<file path="config.mk">
export PLATFORM = sky130hd
export DESIGN_NAME = rtd_core
export DESIGN_NICKNAME = d
export VERILOG_FILES = /design/src/verilog/rtd_pkg.sv /design/src/verilog/rtd_core.sv /design/src/verilog/rtd_carrier_div.sv /design/src/verilog/rtd_pin_drv.sv
export SDC_FILE = /design/constraint.sdc
export NUM_CORES = 1
export LEC_CHECK = 0
export BUFFER_PORTS_ARGS = -buffer_cell sky130_fd_sc_hd__buf_2
export CORE_ASPECT_RATIO = 0.8
export CORE_MARGIN = 3
export CORE_UTILIZATION = 60
export DETAILED_ROUTE_END_ITERATION = 8
export GPL_TIMING_DRIVEN = 0
export PLACE_DENSITY = 0.85
export SYNTH_ARGS = -nofsm -noshare
export SYNTH_HDL_FRONTEND = slang
export SYNTH_SLANG_ARGS = --single-unit
export TNS_END_PERCENT = 5
</file>
<file path="constraint.sdc">
create_clock -name clock -period 5.3 [get_ports clock]
set_input_delay 0.265 -clock clock [delete_from_list [all_inputs] [get_ports clock]]
set_output_delay 0.265 -clock clock [all_outputs]
set_load 0.05 [all_outputs]
</file>
<file path="src/verilog/rtd_pkg.sv">
// rtd_pkg: constants and carriers for the carrier-driver control block
// assumes a 100 MHz system clock and an 8-bit register port
package rtd_pkg;

    // ==========================================================
    // register map
    localparam logic [7:0] ADDR_DRIVER_MODE       = 8'h28;
    localparam logic [7:0] ADDR_CARRIER_AMPLITUDE = 8'h29;
    localparam logic [7:0] ADDR_TRANSMIT_CONTROL  = 8'h2A;

    localparam logic [7:0] RST_DRIVER_MODE        = 8'h00;
    localparam logic [7:0] RST_CARRIER_AMPLITUDE  = 8'h00;
    localparam logic [7:0] RST_TRANSMIT_CONTROL   = 8'h00;

    // writable bits; reserved bits read as zero
    localparam logic [7:0] MASK_DRIVER_MODE       = 8'hCF;
    localparam logic [7:0] MASK_CARRIER_AMPLITUDE = 8'hDF;
    localparam logic [7:0] MASK_TRANSMIT_CONTROL  = 8'hFF;

    // ==========================================================
    // field positions
    localparam int DM_SECOND_INVERT = 7;
    localparam int DM_FIRST_INVERT  = 6;
    localparam int DM_OUTPUTS_ON    = 3;
    localparam int DM_STYLE_HI      = 2;
    localparam int DM_STYLE_LO      = 0;
    localparam int AMP_REDUCE_HI    = 7;
    localparam int AMP_REDUCE_LO    = 6;
    localparam int AMP_RESID_HI     = 4;
    localparam int AMP_RESID_LO     = 0;
    localparam int TC_GUARD_HI      = 7;
    localparam int TC_GUARD_LO      = 4;
    localparam int TC_FULL_SWING    = 3;
    localparam int TC_MOD_INVERT    = 2;
    localparam int TC_SRC_HI        = 1;
    localparam int TC_SRC_LO        = 0;

    // ==========================================================
    // driver output style codes
    localparam logic [2:0] STYLE_HIGH_Z     = 3'h0;
    localparam logic [2:0] STYLE_OPEN_DRAIN = 3'h1;
    localparam logic [2:0] STYLE_PUSH_PULL  = 3'h2;
    localparam logic [2:0] STYLE_FIXED_LOW  = 3'h4;
    localparam logic [2:0] STYLE_FIXED_HIGH = 3'h5;

    // modulation source codes
    localparam logic [1:0] SRC_NONE     = 2'h0;
    localparam logic [1:0] SRC_ENVELOPE = 2'h1;
    localparam logic [1:0] SRC_EXTERNAL = 2'h2;

    // carrier level reduction below supply, millivolts
    localparam logic [10:0] REDUCE_MV_0 = 11'h064;
    localparam logic [10:0] REDUCE_MV_1 = 11'h0FA;
    localparam logic [10:0] REDUCE_MV_2 = 11'h1F4;
    localparam logic [10:0] REDUCE_MV_3 = 11'h3E8;
    localparam logic [10:0] REDUCE_MV_NONE = 11'h000;

    // ==========================================================
    // timing
    localparam int CLOCK_PERIOD_PS   = 10000;
    localparam int CARRIER_PERIOD_PS = 73746;
    localparam int CARRIER_HALF_CYC_I =
        (CARRIER_PERIOD_PS / (2 * CLOCK_PERIOD_PS)) < 1 ? 1 :
        (CARRIER_PERIOD_PS / (2 * CLOCK_PERIOD_PS));
    localparam logic [3:0] CARRIER_HALF_CYC = 4'(CARRIER_HALF_CYC_I);

    // ==========================================================
    // carriers
    typedef struct packed {
        logic       wr;
        logic       rd;
        logic [7:0] addr;
        logic [7:0] wdata;
    } rtd_reg_req_t;

    typedef struct packed {
        logic o;
        logic oe;
    } rtd_pin_t;

    typedef struct packed {
        logic [10:0] reduction_mv;
        logic [4:0]  residual_carrier;
        logic        full_swing;
        logic        modulating;
    } rtd_level_t;

    typedef enum logic [1:0] {
        GRD_IDLE = 2'b01,
        GRD_RUN  = 2'b10
    } rtd_guard_t;

endpackage

</file>
<file path="src/verilog/rtd_core.sv">
// rtd_core: carrier driver control, registers and modulation path
// assumes an 8-bit register port on the system clock and an
// asynchronous external modulation input
`timescale 1ns/1ps
module rtd_core (
    input  wire logic                  clock,
    input  wire logic                  rst_n,
    input  wire rtd_pkg::rtd_reg_req_t reg_req,
    output logic [7:0]                 reg_rdata,
    input  wire logic                  internal_envelope_signal,
    input  wire logic                  external_signal_input,
    output rtd_pkg::rtd_pin_t          first_driver_pin,
    output rtd_pkg::rtd_pin_t          second_driver_pin,
    output rtd_pkg::rtd_level_t        level
);
    typedef struct packed {
        logic [7:0]          driver_mode;
        logic [7:0]          carrier_amplitude;
        logic [7:0]          transmit_control;
        logic [7:0]          rdata;
        logic                ext_s1;
        logic                ext_s2;
        logic                prev_mod;
        rtd_pkg::rtd_guard_t guard;
        logic [3:0]          guard_cnt;
        rtd_pkg::rtd_level_t lvl;
    } rtd_core_st_t;

    rtd_core_st_t q;
    rtd_core_st_t d;

    logic       carrier;
    logic       carrier_tick;
    logic [2:0] driver_output_style;
    logic       driver_outputs_on;
    logic       first_output_invert;
    logic       second_output_invert;
    logic [1:0] carrier_level_reduction;
    logic [3:0] overshoot_guard_length;
    logic [1:0] modulation_source_select;
    logic       modulation_invert;
    logic       full_swing;
    logic       mod_src;
    logic       mod_sig;

    // ==========================================================
    // field decode
    assign driver_output_style =
        q.driver_mode[rtd_pkg::DM_STYLE_HI:rtd_pkg::DM_STYLE_LO];
    assign driver_outputs_on   = q.driver_mode[rtd_pkg::DM_OUTPUTS_ON];
    assign first_output_invert = q.driver_mode[rtd_pkg::DM_FIRST_INVERT];
    assign second_output_invert =
        q.driver_mode[rtd_pkg::DM_SECOND_INVERT];
    assign carrier_level_reduction =
        q.carrier_amplitude[rtd_pkg::AMP_REDUCE_HI:rtd_pkg::AMP_REDUCE_LO];
    assign overshoot_guard_length =
        q.transmit_control[rtd_pkg::TC_GUARD_HI:rtd_pkg::TC_GUARD_LO];
    assign modulation_source_select =
        q.transmit_control[rtd_pkg::TC_SRC_HI:rtd_pkg::TC_SRC_LO];
    assign modulation_invert = q.transmit_control[rtd_pkg::TC_MOD_INVERT];
    assign full_swing        = q.transmit_control[rtd_pkg::TC_FULL_SWING];

    assign reg_rdata = q.rdata;
    assign level     = q.lvl;

    function automatic logic [10:0] reduce_mv(input logic [1:0] code);
        case (code)
            2'h0:    reduce_mv = rtd_pkg::REDUCE_MV_0;
            2'h1:    reduce_mv = rtd_pkg::REDUCE_MV_1;
            2'h2:    reduce_mv = rtd_pkg::REDUCE_MV_2;
            default: reduce_mv = rtd_pkg::REDUCE_MV_3;
        endcase
    endfunction

    // ==========================================================
    // modulation source
    always_comb begin
        case (modulation_source_select)
            rtd_pkg::SRC_ENVELOPE: mod_src = internal_envelope_signal;
            rtd_pkg::SRC_EXTERNAL: mod_src = q.ext_s2;
            default:               mod_src = 1'b0;
        endcase
        if (modulation_source_select == rtd_pkg::SRC_ENVELOPE ||
            modulation_source_select == rtd_pkg::SRC_EXTERNAL) begin
            mod_sig = mod_src ^ modulation_invert;
        end else begin
            mod_sig = 1'b0;
        end
    end

    // ==========================================================
    // next state
    always_comb begin
        d = q;
        d.ext_s1 = external_signal_input;
        d.ext_s2 = q.ext_s1;

        if (reg_req.wr) begin
            case (reg_req.addr)
                rtd_pkg::ADDR_DRIVER_MODE:
                    d.driver_mode =
                        reg_req.wdata & rtd_pkg::MASK_DRIVER_MODE;
                rtd_pkg::ADDR_CARRIER_AMPLITUDE:
                    d.carrier_amplitude =
                        reg_req.wdata & rtd_pkg::MASK_CARRIER_AMPLITUDE;
                rtd_pkg::ADDR_TRANSMIT_CONTROL:
                    d.transmit_control =
                        reg_req.wdata & rtd_pkg::MASK_TRANSMIT_CONTROL;
                default: begin
                end
            endcase
        end
        if (reg_req.rd) begin
            case (reg_req.addr)
                rtd_pkg::ADDR_DRIVER_MODE:
                    d.rdata = q.driver_mode;
                rtd_pkg::ADDR_CARRIER_AMPLITUDE:
                    d.rdata = q.carrier_amplitude;
                rtd_pkg::ADDR_TRANSMIT_CONTROL:
                    d.rdata = q.transmit_control;
                default:
                    d.rdata = 8'h00;
            endcase
        end

        d.prev_mod = mod_sig;
        case (q.guard)
            rtd_pkg::GRD_IDLE: begin
                if (q.prev_mod && !mod_sig &&
                    overshoot_guard_length != 4'h0) begin
                    d.guard     = rtd_pkg::GRD_RUN;
                    d.guard_cnt = overshoot_guard_length;
                end
            end
            rtd_pkg::GRD_RUN: begin
                if (mod_sig) begin
                    d.guard     = rtd_pkg::GRD_IDLE;
                    d.guard_cnt = 4'h0;
                end else if (carrier_tick) begin
                    d.guard_cnt = q.guard_cnt - 4'h1;
                    if (q.guard_cnt == 4'h1) begin
                        d.guard = rtd_pkg::GRD_IDLE;
                    end
                end
            end
            default: begin
                d.guard     = rtd_pkg::GRD_IDLE;
                d.guard_cnt = 4'h0;
            end
        endcase

        if (full_swing) begin
            d.lvl.reduction_mv = rtd_pkg::REDUCE_MV_NONE;
        end else begin
            d.lvl.reduction_mv = reduce_mv(carrier_level_reduction);
        end
        d.lvl.residual_carrier =
            q.carrier_amplitude[rtd_pkg::AMP_RESID_HI:rtd_pkg::AMP_RESID_LO];
        d.lvl.full_swing = full_swing;
        // guard takes over in the cycle modulation drops, no gap
        d.lvl.modulating = mod_sig || (d.guard == rtd_pkg::GRD_RUN);
    end

    always_ff @(posedge clock or negedge rst_n) begin
        if (!rst_n) begin
            q                   <= '0;
            q.driver_mode       <= rtd_pkg::RST_DRIVER_MODE;
            q.carrier_amplitude <= rtd_pkg::RST_CARRIER_AMPLITUDE;
            q.transmit_control  <= rtd_pkg::RST_TRANSMIT_CONTROL;
            q.guard             <= rtd_pkg::GRD_IDLE;
        end else begin
            q <= d;
        end
    end

    // ==========================================================
    // carrier and pins
    rtd_carrier_div u_div (
        .clock        (clock),
        .rst_n        (rst_n),
        .carrier      (carrier),
        .carrier_tick (carrier_tick)
    );

    // first pin inversion, shared enable, style as written
    rtd_pin_drv u_first (
        .clock      (clock),
        .rst_n      (rst_n),
        .style      (driver_output_style),
        .outputs_on (driver_outputs_on),
        .invert     (first_output_invert),
        .carrier    (carrier),
        .pin        (first_driver_pin)
    );

    rtd_pin_drv u_second (
        .clock      (clock),
        .rst_n      (rst_n),
        .style      (driver_output_style),
        .outputs_on (driver_outputs_on),
        .invert     (second_output_invert),
        .carrier    (carrier),
        .pin        (second_driver_pin)
    );

    // ==========================================================
    // checks
    property p_reserved_zero;
        @(posedge clock) disable iff (!rst_n)
        reg_req.rd && reg_req.addr == rtd_pkg::ADDR_DRIVER_MODE
        |=> reg_rdata[5:4] == 2'b00;
    endproperty
    a_reserved_zero: assert property (p_reserved_zero)
        else $error("reserved mode bits read nonzero");

    property p_amp_reserved;
        @(posedge clock) disable iff (!rst_n)
        reg_req.rd && reg_req.addr == rtd_pkg::ADDR_CARRIER_AMPLITUDE
        |=> !reg_rdata[5];
    endproperty
    a_amp_reserved: assert property (p_amp_reserved)
        else $error("reserved amplitude bit read nonzero");

    property p_full_swing;
        @(posedge clock) disable iff (!rst_n)
        full_swing |=> level.reduction_mv == 11'h000 && level.full_swing;
    endproperty
    a_full_swing: assert property (p_full_swing)
        else $error("full swing did not clear reduction");

    property p_reduce_max;
        @(posedge clock) disable iff (!rst_n)
        !full_swing && carrier_level_reduction == 2'h3
        |=> level.reduction_mv == 11'h3E8;
    endproperty
    a_reduce_max: assert property (p_reduce_max)
        else $error("reduction code 3 not 1000 mV");

    property p_residual;
        @(posedge clock) disable iff (!rst_n)
        1'b1 |=> level.residual_carrier == $past(q.carrier_amplitude[4:0]);
    endproperty
    a_residual: assert property (p_residual)
        else $error("residual carrier not passed on");

    property p_guard_hold;
        @(posedge clock) disable iff (!rst_n)
        q.prev_mod && !mod_sig && overshoot_guard_length != 4'h0
        && q.guard == rtd_pkg::GRD_IDLE
        |=> level.modulating;
    endproperty
    a_guard_hold: assert property (p_guard_hold)
        else $error("guard did not extend modulation");

    property p_no_source;
        @(posedge clock) disable iff (!rst_n)
        modulation_source_select == rtd_pkg::SRC_NONE && !q.prev_mod
        && q.guard == rtd_pkg::GRD_IDLE |=> !level.modulating;
    endproperty
    a_no_source: assert property (p_no_source)
        else $error("modulation without a source");

    property p_mod_invert;
        @(posedge clock) disable iff (!rst_n)
        modulation_source_select == rtd_pkg::SRC_ENVELOPE
        && modulation_invert && !internal_envelope_signal
        |=> level.modulating;
    endproperty
    a_mod_invert: assert property (p_mod_invert)
        else $error("inverted envelope not modulating");
endmodule // rtd_core

</file>
<file path="src/verilog/rtd_carrier_div.sv">
// rtd_carrier_div: carrier phase and per-period tick from the system clock
// assumes one clock domain, asynchronous active-low reset
`timescale 1ns/1ps
module rtd_carrier_div (
    input  wire logic clock,
    input  wire logic rst_n,
    output logic      carrier,
    output logic      carrier_tick
);
    typedef struct packed {
        logic [3:0] cnt;
        logic       phase;
    } rtd_div_st_t;

    rtd_div_st_t q;
    rtd_div_st_t d;
    logic        wrap;

    assign wrap         = (q.cnt == rtd_pkg::CARRIER_HALF_CYC - 4'h1);
    // one tick per carrier period, at the high-to-low edge
    assign carrier_tick = wrap & q.phase;
    assign carrier      = q.phase;

    always_comb begin
        d = q;
        if (wrap) begin
            d.cnt   = 4'h0;
            d.phase = ~q.phase;
        end else begin
            d.cnt = q.cnt + 4'h1;
        end
    end

    always_ff @(posedge clock or negedge rst_n) begin
        if (!rst_n) begin
            q <= '0;
        end else begin
            q <= d;
        end
    end
endmodule // rtd_carrier_div

</file>
<file path="src/verilog/rtd_pin_drv.sv">
// rtd_pin_drv: one carrier driver pin, style, enable and inversion
// assumes the carrier phase comes from logic on the same clock
`timescale 1ns/1ps
module rtd_pin_drv (
    input  wire logic             clock,
    input  wire logic             rst_n,
    input  wire logic [2:0]       style,
    input  wire logic             outputs_on,
    input  wire logic             invert,
    input  wire logic             carrier,
    output rtd_pkg::rtd_pin_t     pin
);
    typedef struct packed {
        rtd_pkg::rtd_pin_t p;
    } rtd_drv_st_t;

    rtd_drv_st_t q;
    rtd_drv_st_t d;
    logic        lvl;

    assign lvl = carrier ^ invert;
    assign pin = q.p;

    always_comb begin
        d = '0;
        if (outputs_on) begin
            case (style)
                rtd_pkg::STYLE_OPEN_DRAIN: begin
                    d.p.o  = 1'b0;
                    d.p.oe = ~lvl;
                end
                rtd_pkg::STYLE_PUSH_PULL: begin
                    d.p.o  = lvl;
                    d.p.oe = 1'b1;
                end
                rtd_pkg::STYLE_FIXED_LOW: begin
                    d.p.o  = invert;
                    d.p.oe = 1'b1;
                end
                rtd_pkg::STYLE_FIXED_HIGH: begin
                    d.p.o  = ~invert;
                    d.p.oe = 1'b1;
                end
                default: begin
                    d = '0;
                end
            endcase
        end
    end

    always_ff @(posedge clock or negedge rst_n) begin
        if (!rst_n) begin
            q <= '0;
        end else begin
            q <= d;
        end
    end

    // ==========================================================
    // checks
    property p_off_released;
        @(posedge clock) disable iff (!rst_n)
        !outputs_on |=> !pin.oe;
    endproperty
    a_off_released: assert property (p_off_released)
        else $error("pin driven while outputs are off");

    property p_push_pull;
        @(posedge clock) disable iff (!rst_n)
        outputs_on && style == rtd_pkg::STYLE_PUSH_PULL
        |=> pin.oe && pin.o == ($past(carrier) ^ $past(invert));
    endproperty
    a_push_pull: assert property (p_push_pull)
        else $error("push-pull pin does not follow carrier");

    property p_fixed_high;
        @(posedge clock) disable iff (!rst_n)
        outputs_on && style == rtd_pkg::STYLE_FIXED_HIGH
        |=> pin.oe && pin.o == !$past(invert);
    endproperty
    a_fixed_high: assert property (p_fixed_high)
        else $error("fixed high pin level wrong");

    property p_open_drain;
        @(posedge clock) disable iff (!rst_n)
        outputs_on && style == rtd_pkg::STYLE_OPEN_DRAIN
        |=> !pin.o && pin.oe == !($past(carrier) ^ $past(invert));
    endproperty
    a_open_drain: assert property (p_open_drain)
        else $error("open drain pin drives high or wrong phase");
endmodule // rtd_pin_drv

</file>
Word level (Yosys, flattened, before mapping)
Index checks and enable logic that the tools add are counted.
W data, S select, Z words.
{ "classes": {"n_addsub": 2, "reduce_logical": 11, "n_bitwise": 9, "n_mux": 15, "n_eq_ne": 18} }
{ "op_table": {"columns": ["operator", "count"], "rows": [
  ["$pmux W10 S3", 1],
  ["$eq A8 B6 Y1 const B", 3],
  ["$pmux W8 S3", 1],
  ["$mux W6", 3],
  ["$pmux W2 S4", 2],
  ["$pmux W6 S2", 1],
  ["$mux W10", 1],
  ["$eq A2 B2 Y1 const B", 4],
  ["$reduce_and A2 Y1", 4],
  ["$eq A2 B1 Y1 const B", 3],
  ["$eq A3 B3 Y1 const B", 2],
  ["$mux W2", 3],
  ["$not A1 Y1", 5],
  ["$add A4 B1 Y4 const B", 1],
  ["$eq A4 B1 Y1 const B", 1],
  ["$eq A4 B2 Y1 const B", 1],
  ["$mux W4", 1],
  ["$reduce_bool A4 Y1", 1],
  ["$sub A4 B1 Y4 const B", 1],
  ["$eq A3 B1 Y1 const B", 1],
  ["$eq A3 B2 Y1 const B", 1],
  ["$ne A3 B3 Y1 const B", 1],
  ["$xor A1 B1 Y1", 3],
  ["$logic_and A1 B1 Y1", 2],
  ["7 further kinds", 8]
]} }
{ "word_totals": {"inputBits": 22, "wordCells": 74, "out_inout_bits": 30, "regBits": 65} }

Longest topological paths before layout
Gate-level depths: netlist of the first run.
{ "logic_depth": {"word_depth": 11, "depth_mapped": 8, "ltp_nobuf": 8} }

Modules after synthesis
Synthesis of the first run repeated with hierarchy kept, for this count alone.
{ "unflattened": {"cells_unflattened": 271, "hier_area_um2": 3138.0} }
{ "by_module_without_submodules": {"columns": ["module", "area_each_um2", "seq_area_each_um2", "n_inst", "cells_per_inst"], "rows": [
  ["rtd_core", 2682.6, 1327.5, 1, 230],
  ["rtd_pin_drv", 121.4, 50.0, 2, 12],
  ["rtd_carrier_div", 212.7, 125.1, 1, 17]
]} }

Least setup slack after synthesis of the first run
Ideal clock, no wire load.
{ "synth_path": {"path_type": "reg-to-reg", "from": "register q, in the netlist modulation_source_select[0]", "to": "register q[19] (netlist name)", "arrival_ns": 1.894, "synth_period_minus_slack_ns": 2.019, "setup_ns": 0.125, "stages_incl_launch_ff": 9, "path_buffers": 0, "required_time_ns": 5.175, "path_slack_ns": 3.281, "cell_sequence": "dfrtp_1 -> inv_1 -> ha_1 -> a22oi_2 -> mux2i_4 -> inv_2 -> o31ai_4 -> nand2_4 -> mux2_4"} }
{ "synth_lines": {"columns": ["item", "line_no", "source"], "rows": [
  ["start: declaration", "rtd_core.sv:29", "rtd_core_st_t q;"]
]} }

==> results of run 1 <==
power by group:
| group | switching, uW | internal [uW] |
|---|---|---|
| sequential | 14.6 | 495 |
| combinational | 108 | 61.4 |
| clock | 164 | 195 |
| total | 287 | 752 |
state kept, by name (all words and copies together) (netlist names), 3 cells and up:
register                flops
u_div.q                     4
reg_rdata                   8
d                           7
driver_output_style         3
level                      15
q                           9
overshoot_guard_length      4
path summary, 6_finish.rpt:
check                           cells after the start                                     from                    to  slack, ns
worst max-delay path                                8  modulation_source_select[0]$_DFFE_PN0P_     q[19]$_DFFE_PN0P_       3.01
worst min-delay path                                1                                    rst_n    level[0]$_DFF_PN0_      -0.02
worst max register to register                      8  modulation_source_select[0]$_DFFE_PN0P_     q[19]$_DFFE_PN0P_       3.01
worst min register to register                      0                          d[25]$_DFF_PN0_       q[25]$_DFF_PN0_       0.35
max in group asynchronous                           1                                    rst_n  u_div.q[3]$_DFF_PN0_       4.81
min in group clock                                  1                    external_signal_input       d[25]$_DFF_PN0_       0.04
final cells by class:
| type | count | share of cell area [%] |
|---|---|---|
| Sequential cell | 62 | 44.0 |
| Clock inverter | 1 | 0.142 |
| Tap cell | 60 | 2.13 |
| Buffer | 33 | 6.31 |
| Timing Repair Buffer | 49 | 7.02 |
| Clock buffer | 15 | 4.72 |
| Multi-Input combinational cell | 155 | 33.5 |
| Inverter | 20 | 2.13 |
kinds of logic (layout without fill, tap and decap cells):
kind of cell             Yosys count  in the layout  share of synthesized area [%]
XOR/XNOR                           6              6                           1.73
AO/OA/AOI/OAI                     38             38                           8.59
other                              1              2                          0.124
buffers and inverters             53            118                           9.83
AND/OR/NAND/NOR                   68             68                           12.6
flip-flops                        62             62                           51.2
adder cells (fa/ha/maj)           10             10                           4.13
multiplexers                      31             31                           11.7
per-stage QoR:
step / instance area (um^2) / instances / worst slack, ns
2_1_floorplan: 3030 / 270 / 3.28
3_3_place_gp: 3350 / 379 / 3.10
3_5_place_dp: 3350 / 379 / 3.05
4_1_cts: 3530 / 395 / 3.01
5_1_grt: 3530 / 395 / 2.89
6_report: 3530 / 395 / 3.01
per-layer routing:
layer,track usage (%),part of all wire (%),up-vias
li1,-,-,1012
met5,0,0,-
met3,7.72,5.9,14
met4,5.98,2.0,0
met2,31.4,46,54
met1,28.7,46,973
cell usage in the layout, fill, tap and decap left out, types with 2 or more instances in the layout:
master	n
nor3b_1	3
nor2_1	23
mux2_2	22
o21a_1	3
nor3_1	3
dfrtp_1	61
xnor2_1	5
o21ai_0	5
buf_4	27
conb_1	2
clkbuf_8	11
ha_1	10
nand3_1	10
o22ai_1	8
mux2i_1	7
inv_1	19
nand2_1	6
buf_2	49
clkbuf_1	10
a21oi_1	12
and2_1	2
a22oi_1	2
nor2b_1	7
a22oi_2	2
==> flow_summary.yaml, run 1 <==
outcome:
  outcome: "complete, but fails checks"
  violations: "negative hold slack"
worst_setup_path:
  path_max_fanout: 6
  cpMaxStageDelayCell: "dfrtp_1"
  crit_chain: "inv_1 -> ha_1 -> a22oi_2 -> mux2i_4 -> inv_2 -> o31ai_4 -> nand2_4 -> mux2_4"
  setup.worst_path.class: "flip-flop to flip-flop"
  startpoint_type: "flip-flop"
  max_stage_delay_ns: 0.40
  critical_path_required_ns: 5.52
  cp-end-kind: "flip-flop"
  crit_family: "multiplexers"
  path_buf_inv: 2
  worst_ep_arrival_time_ns: 2.51
timing:
  hold_ws_ns: -0.0176
  max_freq_mhz: 436
  finalSetupTns_ns: 0
  rsz0062_at_grt: "false"
  fin_crit_ns: 2.29
  worst_pin_slew_ns: 0.748
  skew_ns: 0.0104
  drv_slew: 0
  setup_viol: 0
  hold_violations: 13
  relSlewSlack_pct: 50.1
  fin_crit_sh_pct: 43.2
finish:
  n_antenna_cell: 0
  layout-drive-gt1-share_pct: 36.7
  nNetsFinal: 362
  regArea_um2: 1550
  utilization_pct: 74.5
  nFillCells: 345
  multi_input_area_um2: 1180
  area_delta_synth_final_pct: 16.4
floorplan:
  core_area_um2: 4730
  initial_core_util_pct: 64.0
  chipHeight_um: 69.6
  io_pins: 52
  die_area_um2: 5940
  rows: 22
  die_w_um: 85.5
synth:
  synth.distinct_cells: 48
  yosys_warnings: 0
  synth_edf_count: 0
  synthTopCellsByArea: "dfrtp_1 (50%), mux2_2 (8.2%), buf_4 (6.4%)"
  synthArstFlopShare_pct: 100
  ys_seq_area_share_pct: 51.2
  yosysMostFrequentCell: "dfrtp_1"
  ys.flop_type: "dfrtp_1"
  synth-seq-cells: 62
  synth_top_area_cell: "dfrtp_1"
  syn_inst: 269
  syn-cell-area_um2: 3030
  synth_commonest_cells: "dfrtp_1 (61), buf_4 (26), nor2_1 (23)"
  yosys.area.top_type_share_pct: 50.4
  syn_avg_cell_area_um2: 11.3
placed_design:
  post-dp-hpwl_mm: 4.25
  port_buffers: 49
  gp_congestion: 0.927
run:
  cap_violations: 0
drt:
  drcViolationCount: 0
  drtIter0Drc: 149
  first_pass_iters: 4
  vias: 2053
  postRouteWirelength_mm: 5.73
  wl_per_cell_um: 14.5
  routed_via_density: 5.20
  ant_nets: 0
power_and_ir_drop:
  ir_worst_vdd_mv: 0.201
  p_leak_uw: 0.00180
  power.density_nw_per_um2: 294
  finalPower_uw: 1040
cts:
  clk_pin_slew_ns: 0.06
  ctsHoldBuffers: 0
  h-tree-depth: 3
  cts_buffers: 9
  clock_latency_ns: 0.34
  cts.sinks: 62
  postCtsSetupRepairBufs: 0
  clockBufferDepth: 2
  cts_resized: 0
  cts_tree: "built"
  cts_root_buffer: "clkbuf_8"
global_routing:
  grt_first_pass_wirelength_mm: 9.58
  grt_start_max_net_pins: 63
  grt_pass1_vias: 1978
  grt-ovfl-total: 0
  antenna_found_initial: 0
  grt_use_total_pct: 20.9
min_path:
  hold_path_class: "input pin to async pin"
Note: power is estimated with default switching activity, not from simulation.
==> run 2: changes to the inputs <==
Settings changed: CORE_UTILIZATION 60 to 50, PLACE_DENSITY 0.85 to 0.75.
Clock period 5.3 ns to 2.1 ns, I/O delays scaled along.
==> flow_summary.yaml, run 2 (synthesized netlist as in run 1, its figures left out) <==
finish:
  regArea_um2: 1550
  layout-drive-gt1-share_pct: 38.7
  nNetsFinal: 369
  largest_reg_flops: 15
  multi_input_area_um2: 1190
  utilization_pct: 64.4
  area_delta_synth_final_pct: 20.0
  fin_area_um2: 3640
  final_common_cell: "dfrtp_1"
  final_cell_mix: "dfrtp_1 (61), buf_2 (49), buf_4 (31), nor2_1 (23), mux2_2 (22)"
  n_antenna_cell: 0
  nFillCells: 477
power_and_ir_drop:
  ir_worst_vdd_mv: 0.572
  power.density_nw_per_um2: 756
  p_leak_uw: 0.00184
drt:
  vias: 2078
  drtIter0Drc: 96
  postRouteWirelength_mm: 5.81
  first_pass_iters: 4
  ant_nets: 0
  drcViolationCount: 0
  wl_per_cell_um: 13.9
  routed_via_density: 4.96
worst_setup_path:
  crit_family: "compound AO/OA/AOI/OAI gates"
  crit_chain: "inv_1 -> ha_2 -> a22oi_2 -> mux2i_4 -> inv_2 -> o31ai_4 -> nand2_4 -> mux2_4"
  max_stage_delay_ns: 0.39
  cpMaxStageDelayCell: "dfrtp_1"
  setup.worst_path.class: "flip-flop to flip-flop"
  cp-end-kind: "flip-flop"
  worst_ep_arrival_time_ns: 2.35
  startpoint_type: "flip-flop"
  critical_path_required_ns: 2.32
  path_max_fanout: 4
  path_buf_inv: 2
timing:
  setup_viol: 1
  hold_violations: 0
  max_freq_mhz: 470
  relSlewSlack_pct: 49.3
  finalSetupTns_ns: -0.0299
  hold_ws_ns: 0.0222
  drv_slew: 0
  worst_pin_slew_ns: 0.760
  fin_ws_ns: -0.0299
  fin_crit_ns: 2.13
  rsz0062_at_grt: "true"
  skew_ns: 0.00640
  fin_crit_sh_pct: 101
global_routing:
  antenna_found_initial: 0
  grt_first_pass_wirelength_mm: 9.92
  grt_use_total_pct: 18.8
  grt_pass1_vias: 2034
  grt-ovfl-total: 0
  grt_start_max_net_pins: 63
outcome:
  violations: "negative setup slack"
  outcome: "complete, but fails checks"
run:
  cap_violations: 0
min_path:
  hold_path_class: "input pin to flip-flop"
cts:
  clock_latency_ns: 0.34
  cts_root_buffer: "clkbuf_8"
  h-tree-depth: 3
  cts_buffers: 9
  clk_pin_slew_ns: 0.07
  cts.sinks: 62
  clockBufferDepth: 2
  cts_tree: "built"
floorplan:
  chipHeight_um: 75.6
  initial_core_util_pct: 53.7
  die_w_um: 93.0
  rows: 24
  core_area_um2: 5650
  io_pins: 52
  die_area_um2: 7040
placed_design:
  port_buffers: 49
  gp_congestion: 0.808
  post-dp-hpwl_mm: 4.21
  post-place-ws_ns: -0.124
  place_area_um2: 3380
-- run 2: cell count changes in the layout (fill, tap and decap cells not counted), sizes merged --
cell         before  now
bufinv            0    1
clkinv            1    2
clkinvlp          0    1
dlygate4sd3       0    3
clkbuf           21   17
buf              76   80
-- run 2: stage by stage --
step	total power, uW	cells
2_1_floorplan	1610	270
3_3_place_gp	1720	397
3_5_place_dp	1730	397
4_1_cts	2740	415
5_1_grt	2880	419
6_report	2750	419
-- run 2: path summary, 6_finish.rpt --
| kind | startpoint | endpoint | slack [ns] | cells past startpoint |
|---|---|---|---|---|
| max | modulation_source_select[0]$_DFFE_PN0P_ | q[19]$_DFFE_PN0P_ | -0.03 | 8 |
| min | reg_req[4] | d[6]$_DFFE_PN0P_ | 0.02 | 2 |
| max reg2reg | modulation_source_select[0]$_DFFE_PN0P_ | q[19]$_DFFE_PN0P_ | -0.03 | 8 |
| min reg2reg | d[25]$_DFF_PN0_ | q[25]$_DFF_PN0_ | 0.35 | 0 |
| max in group asynchronous | rst_n | q[23]$_DFF_PN0_ | 1.22 | 2 |
| min in group asynchronous | rst_n | driver_output_style[0]$_DFFE_PN0P_ | 0.40 | 2 |
-- run 2: cell type report --
class	count	area share, %
flip-flops and latches	62	42.7
multi-input cells	155	32.8
repair buffers	56	8.47
plain buffers	33	6.13
clock buffers	11	3.89
well taps	78	2.68
inverters	20	2.06
clock inverters	4	1.31
-- run 2: layer usage --
metal	track usage, %	part of all wire (%)	vias to the layer above
li1	-	-	1023
met1	24.9	47	989
met2	30.0	46	62
met3	6.91	6.4	4
met4	4.39	0.72	0
met5	0	0	-
-- run 2: where the power goes --
group	total [uW]	leakage, uW	switching [uW]	internal (uW)
registers	1290	0.000839	37.4	1250
logic	445	0.000903	270	175
clock network	1010	0.0000952	445	570
-- run 2: repair_timing --
item | CTS | global route
setup endpoints to repair | 4 | 3
endpoints found under the hold margin | 2 | 61
resized for setup | 1 | 2
pin swaps | 0 | 4
hold buffers | 2 | 1
buffers inserted | 1 | 3
